--- src/core/link_cfg.svh ---
/*
 * Constants of the serializer control-channel configuration bank: register
 * offsets, field positions, reset values, magic codes and timing counts.
 * Assumes a 125 MHz core clock; included by bare name, definitions only.
 */
// How it works
// - power-up level select from audio clock strap: low 3.3V, high 1.8V
// - level select reads back 0 for 1.8V and 1 for 3.3V
// - writing 0xb5 sets level select, 0xb6 clears it; other values ignored
// - watchdog aborts any control channel transaction not finished in time
// - timeout field bits 7:1 counts 2 ms units; zero should not be programmed
// - watchdog bit 0: 0 enables (default), 1 disables
// - pass-all clear: forward only IDs of remote deserializer or target
// - pass-all set: forward every ID differing from own local ID
// - SDA input delayed against SCL by bits 6:4 times 40 ns
// - SCL and SDA glitches up to bits 3:0 times 5 ns are rejected
// - master SCL high lasts at least 38.0952 ns times (value + 5)
// - master SCL low lasts at least 38.0952 ns times (value + 5)
// - as target, low-time setting is SDA setup before releasing SCL
// - read-only bit 3 mirrors aux audio enable strapped from mode pin 0
// - data path bit 1: 0 is 24-bit plus DE/HS/VS, 1 is 28-bit
// - data path bit 0 enables surround audio; 0 uses 2/4 channel setup
// - surround audio only with data-island transport, never frame transport
// - in a repeater, in-band detected I2S mode may override surround bit
// - self-test counts back channel CRC errors, 8 bits, saturating at 255
// - error counter clears on new self-test start or external clear control
`ifndef LINK_CFG_SVH
`define LINK_CFG_SVH

`define OFS_LEVEL_SELECT 8'h15
`define OFS_WATCHDOG 8'h16
`define OFS_FORWARD_CTRL 8'h17
`define OFS_CLOCK_HIGH 8'h18
`define OFS_CLOCK_LOW 8'h19
`define OFS_DATA_PATH 8'h1a
`define OFS_ERROR_COUNT 8'h1b

`define RST_LEVEL_SELECT 8'h01
`define RST_WATCHDOG 8'hfe
`define RST_FORWARD_CTRL 8'h1e
`define RST_CLOCK_HIGH 8'h7f
`define RST_CLOCK_LOW 8'h7f
`define RST_DATA_PATH 8'h04
`define RST_ERROR_COUNT 8'h00

`define CODE_LEVEL_SET 8'hb5
`define CODE_LEVEL_CLEAR 8'hb6

`define WD_DISABLE_BIT 0
`define WD_TIMEOUT_LSB 1
`define FWD_PASS_ALL_BIT 7
`define FWD_HOLD_LSB 4
`define FWD_FILTER_LSB 0
`define DP_SECONDARY_BIT 3
`define DP_RESERVED_BIT 2
`define DP_WIDE_BIT 1
`define DP_SURROUND_BIT 0

`define CLK_PERIOD_PS 8000
`define WD_UNIT_MS 2
`define HOLD_STEP_NS 40
`define FILTER_STEP_NS 5
`define SCL_UNIT_PS 38095
`define SCL_EXTRA_UNITS 5
`define WD_UNIT_CYCLES ((`WD_UNIT_MS * 1000000000) / `CLK_PERIOD_PS)
`define HOLD_STEP_CYCLES ((`HOLD_STEP_NS * 1000) / `CLK_PERIOD_PS)
`define FILTER_STEP_CYCLES \
    (((`FILTER_STEP_NS * 1000) + `CLK_PERIOD_PS - 1) / `CLK_PERIOD_PS)

`endif

--- src/core/link_pkg.sv ---
/*
 * Types of the serializer control-channel configuration bank.
 * Assumes link_cfg.svh holds all numbers.
 */
package link_pkg;

    typedef struct packed {
        logic [7:0] addr;
        logic [7:0] wdata;
        logic wr;
        logic rd;
    } reg_req_s;

    typedef struct packed {
        logic wide_payload_select;
        logic surround_enable;
        logic pass_all;
        logic [2:0] sda_hold;
        logic [3:0] filter_depth;
        logic [7:0] clock_high;
        logic [7:0] clock_low;
        logic i2c_level_select;
    } link_ctrl_s;

    typedef enum logic [1:0] {
        WD_IDLE,
        WD_RUN,
        WD_EXPIRED
    } watchdog_state_e;

endpackage

--- src/core/link_config_bank.sv ---
/*
 * Configuration and status bank of a video link serializer: I2C level select,
 * control channel watchdog, forwarding filter, I2C input conditioning, master
 * SCL timing, data path mode and self-test back channel error counter.
 * Assumes a local I2C target engine presents decoded register accesses and
 * transaction events synchronous to clk_i; straps are stable at reset release.
 */
`timescale 1ns/1ps
`default_nettype none
`include "link_cfg.svh"

module link_config_bank #(
    parameter int WD_UNIT_CYCLES = `WD_UNIT_CYCLES,
    parameter logic [6:0] LOCAL_ID = 7'h0c,
    parameter int SCL_CNT_W = 12
) (
    input wire logic clk_i,
    input wire logic rst_i,
    input wire link_pkg::reg_req_s req_i,
    output logic [7:0] rdata_o,
    output logic rvalid_o,
    input wire logic audio_clock_strap_i,
    input wire logic mode_strap_pin_zero_i,
    input wire logic txn_start_i,
    input wire logic txn_done_i,
    output logic txn_abort_o,
    input wire logic [6:0] target_id_i,
    input wire logic target_id_valid_i,
    input wire logic [6:0] remote_deser_id_i,
    input wire logic [6:0] remote_target_id_i,
    output logic forward_o,
    input wire logic scl_i,
    input wire logic sda_i,
    output logic scl_clean_o,
    output logic sda_clean_o,
    input wire logic master_active_i,
    output logic scl_master_o,
    input wire logic target_stretch_i,
    output logic scl_release_o,
    input wire logic repeater_i,
    input wire logic inband_surround_valid_i,
    input wire logic inband_surround_i,
    input wire logic frame_transport_i,
    input wire logic self_test_start_i,
    input wire logic self_test_active_i,
    input wire logic crc_error_i,
    input wire logic error_clear_i,
    output link_pkg::link_ctrl_s ctrl_o
);

    logic level_reg;
    logic [7:0] watchdog_reg;
    logic [7:0] forward_reg;
    logic [7:0] clock_high_reg;
    logic [7:0] clock_low_reg;
    logic wide_reg;
    logic surround_reg;
    logic secondary_reg;
    logic [7:0] error_reg;
    logic strap_done_reg;
    link_pkg::watchdog_state_e wd_state_reg;
    logic [31:0] wd_tick_reg;
    logic [6:0] wd_units_reg;
    logic [SCL_CNT_W-1:0] scl_cnt_reg;
    logic scl_reg;
    logic [SCL_CNT_W-1:0] setup_cnt_reg;
    logic release_reg;
    logic surround_eff;

    function automatic logic is_write(input link_pkg::reg_req_s r,
                                      input logic [7:0] ofs);
        is_write = r.wr && (r.addr == ofs);
    endfunction

    // oscillator-unit count to core cycles, rounded up for a least time
    function automatic logic [SCL_CNT_W-1:0] scl_cycles(input logic [7:0] v);
        int ps;
        ps = (int'(v) + `SCL_EXTRA_UNITS) * `SCL_UNIT_PS;
        scl_cycles = SCL_CNT_W'((ps + `CLK_PERIOD_PS - 1) / `CLK_PERIOD_PS);
    endfunction

    ////////////////////////////////////////////////////////////////////////
    // straps caught on the first edge after reset release

    always_ff @(posedge clk_i) begin
        if (rst_i) begin
            strap_done_reg <= 1'b0;
            secondary_reg <= 1'b0;
        end else if (!strap_done_reg) begin
            strap_done_reg <= 1'b1;
            secondary_reg <= mode_strap_pin_zero_i;
        end
    end

    always_ff @(posedge clk_i) begin
        if (rst_i) begin
            level_reg <= 1'(`RST_LEVEL_SELECT);
        end else if (!strap_done_reg) begin
            level_reg <= ~audio_clock_strap_i;
        end else if (is_write(req_i, `OFS_LEVEL_SELECT)) begin
            if (req_i.wdata == `CODE_LEVEL_SET) begin
                level_reg <= 1'b1;
            end else if (req_i.wdata == `CODE_LEVEL_CLEAR) begin
                level_reg <= 1'b0;
            end
        end
    end

    ////////////////////////////////////////////////////////////////////////
    // plain read/write registers

    always_ff @(posedge clk_i) begin
        if (rst_i) begin
            watchdog_reg <= `RST_WATCHDOG;
            forward_reg <= `RST_FORWARD_CTRL;
            clock_high_reg <= `RST_CLOCK_HIGH;
            clock_low_reg <= `RST_CLOCK_LOW;
        end else begin
            if (is_write(req_i, `OFS_WATCHDOG)) begin
                watchdog_reg <= req_i.wdata;
            end
            if (is_write(req_i, `OFS_FORWARD_CTRL)) begin
                forward_reg <= req_i.wdata;
            end
            if (is_write(req_i, `OFS_CLOCK_HIGH)) begin
                clock_high_reg <= req_i.wdata;
            end
            if (is_write(req_i, `OFS_CLOCK_LOW)) begin
                clock_low_reg <= req_i.wdata;
            end
        end
    end

    always_ff @(posedge clk_i) begin
        if (rst_i) begin
            wide_reg <= 1'(`RST_DATA_PATH >> `DP_WIDE_BIT);
            surround_reg <= 1'(`RST_DATA_PATH >> `DP_SURROUND_BIT);
        end else if (is_write(req_i, `OFS_DATA_PATH)) begin
            wide_reg <= req_i.wdata[`DP_WIDE_BIT];
            surround_reg <= req_i.wdata[`DP_SURROUND_BIT];
        end
    end

    // repeater in-band detection overrides, frame transport blocks surround
    always_comb begin
        if (repeater_i && inband_surround_valid_i) begin
            surround_eff = inband_surround_i;
        end else begin
            surround_eff = surround_reg;
        end
        if (frame_transport_i) begin
            surround_eff = 1'b0;
        end
    end

    ////////////////////////////////////////////////////////////////////////
    // read port

    always_ff @(posedge clk_i) begin
        if (rst_i) begin
            rdata_o <= 8'h00;
            rvalid_o <= 1'b0;
        end else begin
            rvalid_o <= req_i.rd;
            if (req_i.rd) begin
                case (req_i.addr)
                    `OFS_LEVEL_SELECT: rdata_o <= {7'h00, level_reg};
                    `OFS_WATCHDOG: rdata_o <= watchdog_reg;
                    `OFS_FORWARD_CTRL: rdata_o <= forward_reg;
                    `OFS_CLOCK_HIGH: rdata_o <= clock_high_reg;
                    `OFS_CLOCK_LOW: rdata_o <= clock_low_reg;
                    `OFS_DATA_PATH: begin
                        rdata_o <= {4'h0, secondary_reg, 1'b1,
                                    wide_reg, surround_reg};
                    end
                    `OFS_ERROR_COUNT: rdata_o <= error_reg;
                    default: rdata_o <= 8'h00;
                endcase
            end
        end
    end

    ////////////////////////////////////////////////////////////////////////
    // control channel watchdog

    always_ff @(posedge clk_i) begin
        if (rst_i) begin
            wd_state_reg <= link_pkg::WD_IDLE;
            wd_tick_reg <= 32'h0;
            wd_units_reg <= 7'h00;
            txn_abort_o <= 1'b0;
        end else begin
            txn_abort_o <= 1'b0;
            if (txn_start_i) begin
                wd_state_reg <= link_pkg::WD_RUN;
                wd_tick_reg <= 32'h0;
                wd_units_reg <= 7'h00;
            end else begin
                case (wd_state_reg)
                    link_pkg::WD_IDLE: begin
                    end
                    link_pkg::WD_RUN: begin
                        if (txn_done_i || watchdog_reg[`WD_DISABLE_BIT]) begin
                            wd_state_reg <= link_pkg::WD_IDLE;
                        end else if (wd_tick_reg ==
                                     32'(WD_UNIT_CYCLES - 1)) begin
                            wd_tick_reg <= 32'h0;
                            if (wd_units_reg + 7'h01 >=
                                watchdog_reg[7:`WD_TIMEOUT_LSB]) begin
                                wd_state_reg <= link_pkg::WD_EXPIRED;
                                txn_abort_o <= 1'b1;
                            end else begin
                                wd_units_reg <= wd_units_reg + 7'h01;
                            end
                        end else begin
                            wd_tick_reg <= wd_tick_reg + 32'h1;
                        end
                    end
                    link_pkg::WD_EXPIRED: wd_state_reg <= link_pkg::WD_IDLE;
                    default: wd_state_reg <= link_pkg::WD_IDLE;
                endcase
            end
        end
    end

    ////////////////////////////////////////////////////////////////////////
    // forwarding decision

    always_ff @(posedge clk_i) begin
        if (rst_i) begin
            forward_o <= 1'b0;
        end else if (target_id_valid_i) begin
            if (forward_reg[`FWD_PASS_ALL_BIT]) begin
                forward_o <= target_id_i != LOCAL_ID;
            end else begin
                forward_o <= (target_id_i == remote_deser_id_i) ||
                             (target_id_i == remote_target_id_i);
            end
        end
    end

    ////////////////////////////////////////////////////////////////////////
    // input conditioning

    pin_filter #(
        .DEPTH_W(4),
        .HOLD_W(3)
    ) scl_filter (
        .clk_i(clk_i),
        .rst_i(rst_i),
        .pin_i(scl_i),
        .depth_i(forward_reg[3:`FWD_FILTER_LSB]),
        .hold_i(3'h0),
        .pin_o(scl_clean_o)
    );

    pin_filter #(
        .DEPTH_W(4),
        .HOLD_W(3)
    ) sda_filter (
        .clk_i(clk_i),
        .rst_i(rst_i),
        .pin_i(sda_i),
        .depth_i(forward_reg[3:`FWD_FILTER_LSB]),
        .hold_i(forward_reg[6:`FWD_HOLD_LSB]),
        .pin_o(sda_clean_o)
    );

    ////////////////////////////////////////////////////////////////////////
    // master clock generator and target setup timer

    always_ff @(posedge clk_i) begin
        if (rst_i || !master_active_i) begin
            scl_reg <= 1'b1;
            scl_cnt_reg <= '0;
        end else if (scl_reg && scl_cnt_reg + 1'b1 >=
                     scl_cycles(clock_high_reg)) begin
            scl_reg <= 1'b0;
            scl_cnt_reg <= '0;
        end else if (!scl_reg && scl_cnt_reg + 1'b1 >=
                     scl_cycles(clock_low_reg)) begin
            scl_reg <= 1'b1;
            scl_cnt_reg <= '0;
        end else begin
            scl_cnt_reg <= scl_cnt_reg + 1'b1;
        end
    end

    assign scl_master_o = scl_reg;

    always_ff @(posedge clk_i) begin
        if (rst_i || !target_stretch_i) begin
            setup_cnt_reg <= '0;
            release_reg <= 1'b0;
        end else if (setup_cnt_reg + 1'b1 >= scl_cycles(clock_low_reg)) begin
            release_reg <= 1'b1;
        end else begin
            setup_cnt_reg <= setup_cnt_reg + 1'b1;
        end
    end

    assign scl_release_o = release_reg;

    ////////////////////////////////////////////////////////////////////////
    // self-test back channel error counter

    always_ff @(posedge clk_i) begin
        if (rst_i || self_test_start_i || error_clear_i) begin
            error_reg <= `RST_ERROR_COUNT;
        end else if (self_test_active_i && crc_error_i &&
                     error_reg != 8'hff) begin
            error_reg <= error_reg + 8'h01;
        end
    end

    assign ctrl_o = '{
        wide_payload_select: wide_reg,
        surround_enable: surround_eff,
        pass_all: forward_reg[`FWD_PASS_ALL_BIT],
        sda_hold: forward_reg[6:4],
        filter_depth: forward_reg[3:0],
        clock_high: clock_high_reg,
        clock_low: clock_low_reg,
        i2c_level_select: level_reg
    };

endmodule
`default_nettype wire

--- src/core/pin_filter.sv ---
/*
 * Glitch filter followed by a programmable delay for one I2C input.
 * Assumes the input is already synchronous to clk_i.
 */
`timescale 1ns/1ps
`default_nettype none
`include "link_cfg.svh"

module pin_filter #(
    parameter int DEPTH_W = 4,
    parameter int HOLD_W = 3
) (
    input wire logic clk_i,
    input wire logic rst_i,
    input wire logic pin_i,
    input wire logic [DEPTH_W-1:0] depth_i,
    input wire logic [HOLD_W-1:0] hold_i,
    output logic pin_o
);

    localparam int FCYC = `FILTER_STEP_CYCLES;
    localparam int HCYC = `HOLD_STEP_CYCLES;
    localparam int HMAX = ((1 << HOLD_W) - 1) * HCYC + 1;

    logic [7:0] run_reg;
    logic stable_reg;
    logic [HMAX-1:0] line_reg;
    logic [7:0] limit;

    assign limit = 8'((int'(depth_i) * FCYC) % 256);

    // level must persist beyond the glitch width before it is accepted
    always_ff @(posedge clk_i) begin
        if (rst_i) begin
            run_reg <= 8'h00;
            stable_reg <= 1'b1;
        end else if (pin_i == stable_reg) begin
            run_reg <= 8'h00;
        end else if (run_reg >= limit) begin
            stable_reg <= pin_i;
            run_reg <= 8'h00;
        end else begin
            run_reg <= run_reg + 8'h01;
        end
    end

    always_ff @(posedge clk_i) begin
        if (rst_i) begin
            line_reg <= '1;
        end else begin
            line_reg <= {line_reg[HMAX-2:0], stable_reg};
        end
    end

    // tap chosen by hold setting delays the filtered level
    always_ff @(posedge clk_i) begin
        if (rst_i) begin
            pin_o <= 1'b1;
        end else begin
            pin_o <= line_reg[int'(hold_i) * HCYC];
        end
    end

endmodule
`default_nettype wire

--- config.mk ---
export PLATFORM = sky130hd
export DESIGN_NAME = link_config_bank
export DESIGN_NICKNAME = d
export VERILOG_FILES = /design/src/core/link_pkg.sv /design/src/core/link_config_bank.sv /design/src/core/pin_filter.sv
export VERILOG_INCLUDE_DIRS = /design/src /design/src/core
export SDC_FILE = /design/constraint.sdc
export NUM_CORES = 1
export LEC_CHECK = 0
export CELL_PAD_IN_SITES_DETAIL_PLACEMENT = 1
export CELL_PAD_IN_SITES_GLOBAL_PLACEMENT = 1
export CORE_MARGIN = 3
export CORE_UTILIZATION = 50
export CTS_CLUSTER_DIAMETER = 40
export CTS_CLUSTER_SIZE = 20
export DETAILED_ROUTE_END_ITERATION = 10
export DONT_BUFFER_PORTS = 1
export MAX_ROUTING_LAYER = met4
export PLACE_DENSITY = 0.82
export SYNTH_ARGS = -nofsm -noshare
export SYNTH_HDL_FRONTEND = slang
export SYNTH_SLANG_ARGS = --single-unit
--- constraint.sdc ---
create_clock -name clk_i -period 17.9 [get_ports clk_i]
set_input_delay 0.895 -clock clk_i [delete_from_list [all_inputs] [get_ports clk_i]]
set_output_delay 0.895 -clock clk_i [all_outputs]
set_load 0.005 [all_outputs]
==> impl_metrics.py <==
metrics = {
    "pwr": {
        "finalPower_mw": 1.61,
        "p_per_area_mw_per_mm2": 64.3,
        "ir_worst_vdd_uv": 73.4,
        "seqPwrFrac_pct": 25.2,
        "p_comb_share_pct": 49.6,
        "leakagePower_nw": 10.4,
        "switching_share_pct": 42.7,
        "clkPwrFrac_pct": 25.2,
        "switching_power_mw": 0.688,
        "p_int_mw": 0.923,
    },
    "global_route": {
        "grtUsageTotal_pct": 29.6,
        "grt-ovfl-total": 0,
        "antenna_found_initial": 1,
        "grt_pass1_vias": 22500,
        "grt_pass1_wl_um": 115000,
        "grt_use_met3_pct": 3.94,
        "busiest_layer": "met2",
        "grt_max_degree": 66,
        "met1_usage_pct": 35.0,
        "use_met2_pct": 52.7,
    },
    "status": {
        "status": "complete, no violations",
    },
    "yosys": {
        "synth-async-reset-ratio_pct": 0,
        "synth-compound-area-share_pct": 25.1,
        "synth_mux_area_share_pct": 4.31,
        "synth_top_area_cell": "dfxtp_1",
        "ys_warn_count": 0,
        "synth-simple-area-share_pct": 22.2,
        "avgSynthCellArea_um2": 8.09,
        "synth-adder-area-share_pct": 19.0,
        "synth_seq_cells": 180,
        "ys.flop_type": "dfxtp_1",
        "synthTopCellsByArea": "dfxtp_1 (16%), ha_1 (13%), fa_1 (5.6%)",
        "synth_area_mm2": 0.0230,
        "synth_top_family_by_area": "compound AO/OA/AOI/OAI gates",
        "synthXorXnorAreaFrac_pct": 8.19,
        "ys_seq_area_share_pct": 15.7,
        "synth.top_cell.area_share_pct": 15.7,
        "synth_enable_flop_cells": 0,
        "synthCells": 2844,
        "synth_cell_type_count": 142,
    },
    "floorplan": {
        "ioPinCount": 100,
        "rows": 77,
        "die-area_mm2": 0.0486,
        "die_w_um": 221,
        "core_area_mm2": 0.0448,
        "start_util_pct": 51.4,
        "die_height_um": 221,
    },
    "critical_path": {
        "r2r_cells": 72,
        "worstReg2RegStart": "clock_low_reg[1]",
        "path_common_cell": "a21oi_1",
        "slowest_delay_ns": 0.61,
        "critPathArrivalTime_ns": 17.52,
        "end_kind": "flip-flop",
        "path_max_fanout": 12,
        "critPathKind": "flip-flop to flip-flop",
        "critPathLaunch": "clock_low_reg[1]",
        "start_kind": "flip-flop",
        "reg2reg_setup_slack_ns": 0.81,
        "r2r_end": "scl_cnt_reg[8]",
        "slowest_stage": "fa_1",
        "cp.required_ns": 18.32,
    },
    "sta": {
        "max_clock_freq_mhz": 58.5,
        "final-hold-violation-count": 0,
        "fin_hold_ws_ns": 0.446,
        "setup_tns_ns": 0,
        "worstMarginPinSlew_ns": 1.04,
        "drv_slew": 0,
        "timing.final.crit_share_pct": 95.5,
        "fin_crit_ns": 17.09,
        "slew_headroom_pct": 30.5,
        "setup_viol": 0,
        "fin_skew_ns": 0.0123,
    },
    "route": {
        "ant_nets": 0,
        "viasPerCell": 6.38,
        "num_vias": 22000,
        "drt-wirelength-per-cell_um": 21.3,
        "first_pass_iters": 6,
        "route.detailed.drc": 0,
        "drtIter0Drc": 1272,
        "postRouteWirelength_um": 73400,
    },
    "hold_path": {
        "min_path_type": "flip-flop to flip-flop",
        "holdPathEnd": "scl_filter.pin_o",
        "worstHoldStart": "scl_filter.line_reg[0]",
        "hold_depth": 1,
    },
    "final_layout": {
        "syn_to_final_growth_pct": 8.87,
        "largest_register_ffs": 36,
        "final_cell_mix": "nand2_1 (240), ha_1 (233), nor2_1 (217), inv_1 (184), dfxtp_1 (169)",
        "final_nets": 3206,
        "final_area_mm2": 0.0251,
        "fillers": 5414,
        "layout-drive-gt1-share_pct": 14.8,
        "mostFrequentLayoutCell": "nand2_1",
    },
    "place": {
        "globalplace.congestion": 0.918,
        "port_buffers": 0,
        "dpl_cell_area_mm2": 0.0236,
        "dp_hpwl_um": 55400,
    },
    "clocking": {
        "path_clk_slew_ns": 0.08,
        "cts_buffers": 17,
        "cts_sinks": 180,
        "cts_buffer_depth": 2,
        "cts_tree": "yes",
        "htreeDepth": 4,
        "clk_latency_ns": 0.50,
        "cts_hold_buf": 0,
        "cts-root-buf": "clkbuf_16",
    },
    "job": {
        "cap_violations": 0,
    },
}
[area by class of cell]
type                    instances  area, µm²  share of cell area [%]
clock inverters                14        165                   0.659
flip-flops and latches        180       3620                    14.4
repair buffers                 76        583                    2.33
clock buffers                  18        429                    1.71
diodes                          1       2.50                 0.00999
well taps                     592        741                    2.96
multi-input cells            2377      18800                    75.0
inverters                     192        733                    2.93
[power by group through the flow]
| stage | combinational [mW] | sequential (mW) | clock (mW) |
|---|---|---|---|
| global route | 0.878 | 0.406 | 0.424 |
| finish | 0.799 | 0.406 | 0.405 |
| floorplan | 0.574 | 0.414 | 0 |
| global placement | 0.698 | 0.415 | 0 |
| CTS | 0.730 | 0.406 | 0.410 |
| detailed placement | 0.722 | 0.415 | 0 |
[synthesized netlist by cell type, types with 39 or more instances]
cell        n
and3_1     40
or2_2      56
clkbuf_1   48
mux2i_1    39
nand3_1   114
inv_1     185
fa_1       64
a21o_1     45
o21ai_0   129
o211ai_1   40
xor2_1     61
nor2b_1    40
nor3_1     62
dfxtp_1   180
ha_1      240
xnor2_1   140
a21oi_1   162
nor2_1    220
nand2_1   241
[logic make-up after synthesis]
kind of cell / Yosys count
and+or+nand+nor: 998
xor gates and xnor gates: 208
AOI/OAI and AO/OA: 774
adders and majority gates: 313
buffers and inverters: 293
muxes: 77
DFF: 180
other: 1
[through the flow]
stage,setup slack (ns),instances,utilization [%]
floorplan,2.07,2849,-
global placement,0.390,3386,52.6
detailed placement,-0.395,3386,52.6
CTS,0.0109,3421,54.1
global route,-0.135,3450,55.9
finish,0.808,3450,55.9
[layer usage]
metal	wire length (µm)	vias up
met5	0	-
met4	1860	0
met3	2400	152
met2	38300	456
met1	30900	11000
li1	-	10400
[how the worst max path moves through the flow]
stage	to	cells after the start	slack, ns
after CTS	scl_cnt_reg[2]	76	0.01
after global routing	scl_cnt_reg[2]	73	-0.14
final	scl_cnt_reg[8]	72	0.81
after global placement	setup_cnt_reg[11]	72	0.39
after detailed placement	scl_cnt_reg[2]	74	-0.40
after floorplan	scl_cnt_reg[10]	75	2.07
[worst max-delay path: cells and delay by family (launching register included)]
| kind | cells | cell delay (ns) |
|---|---|---|
| adders and majority gates | 9 | 3.43 |
| xor gates and xnor gates | 2 | 0.37 |
| DFF | 1 | 0.43 |
| buffers and inverters | 7 | 0.95 |
| muxes | 3 | 0.59 |
| AOI/OAI and AO/OA | 34 | 8.38 |
| and+or+nand+nor | 17 | 2.84 |
[repair_timing]
action                                  4_1_cts  5_1_grt
endpoints found under the setup margin       26       26
setup buffers                                 3       27
pin swaps                                     3       25
resized for setup                            10      116
gates cloned                                  0        1
No activity file was read; power rests on OpenSTA's default activity.
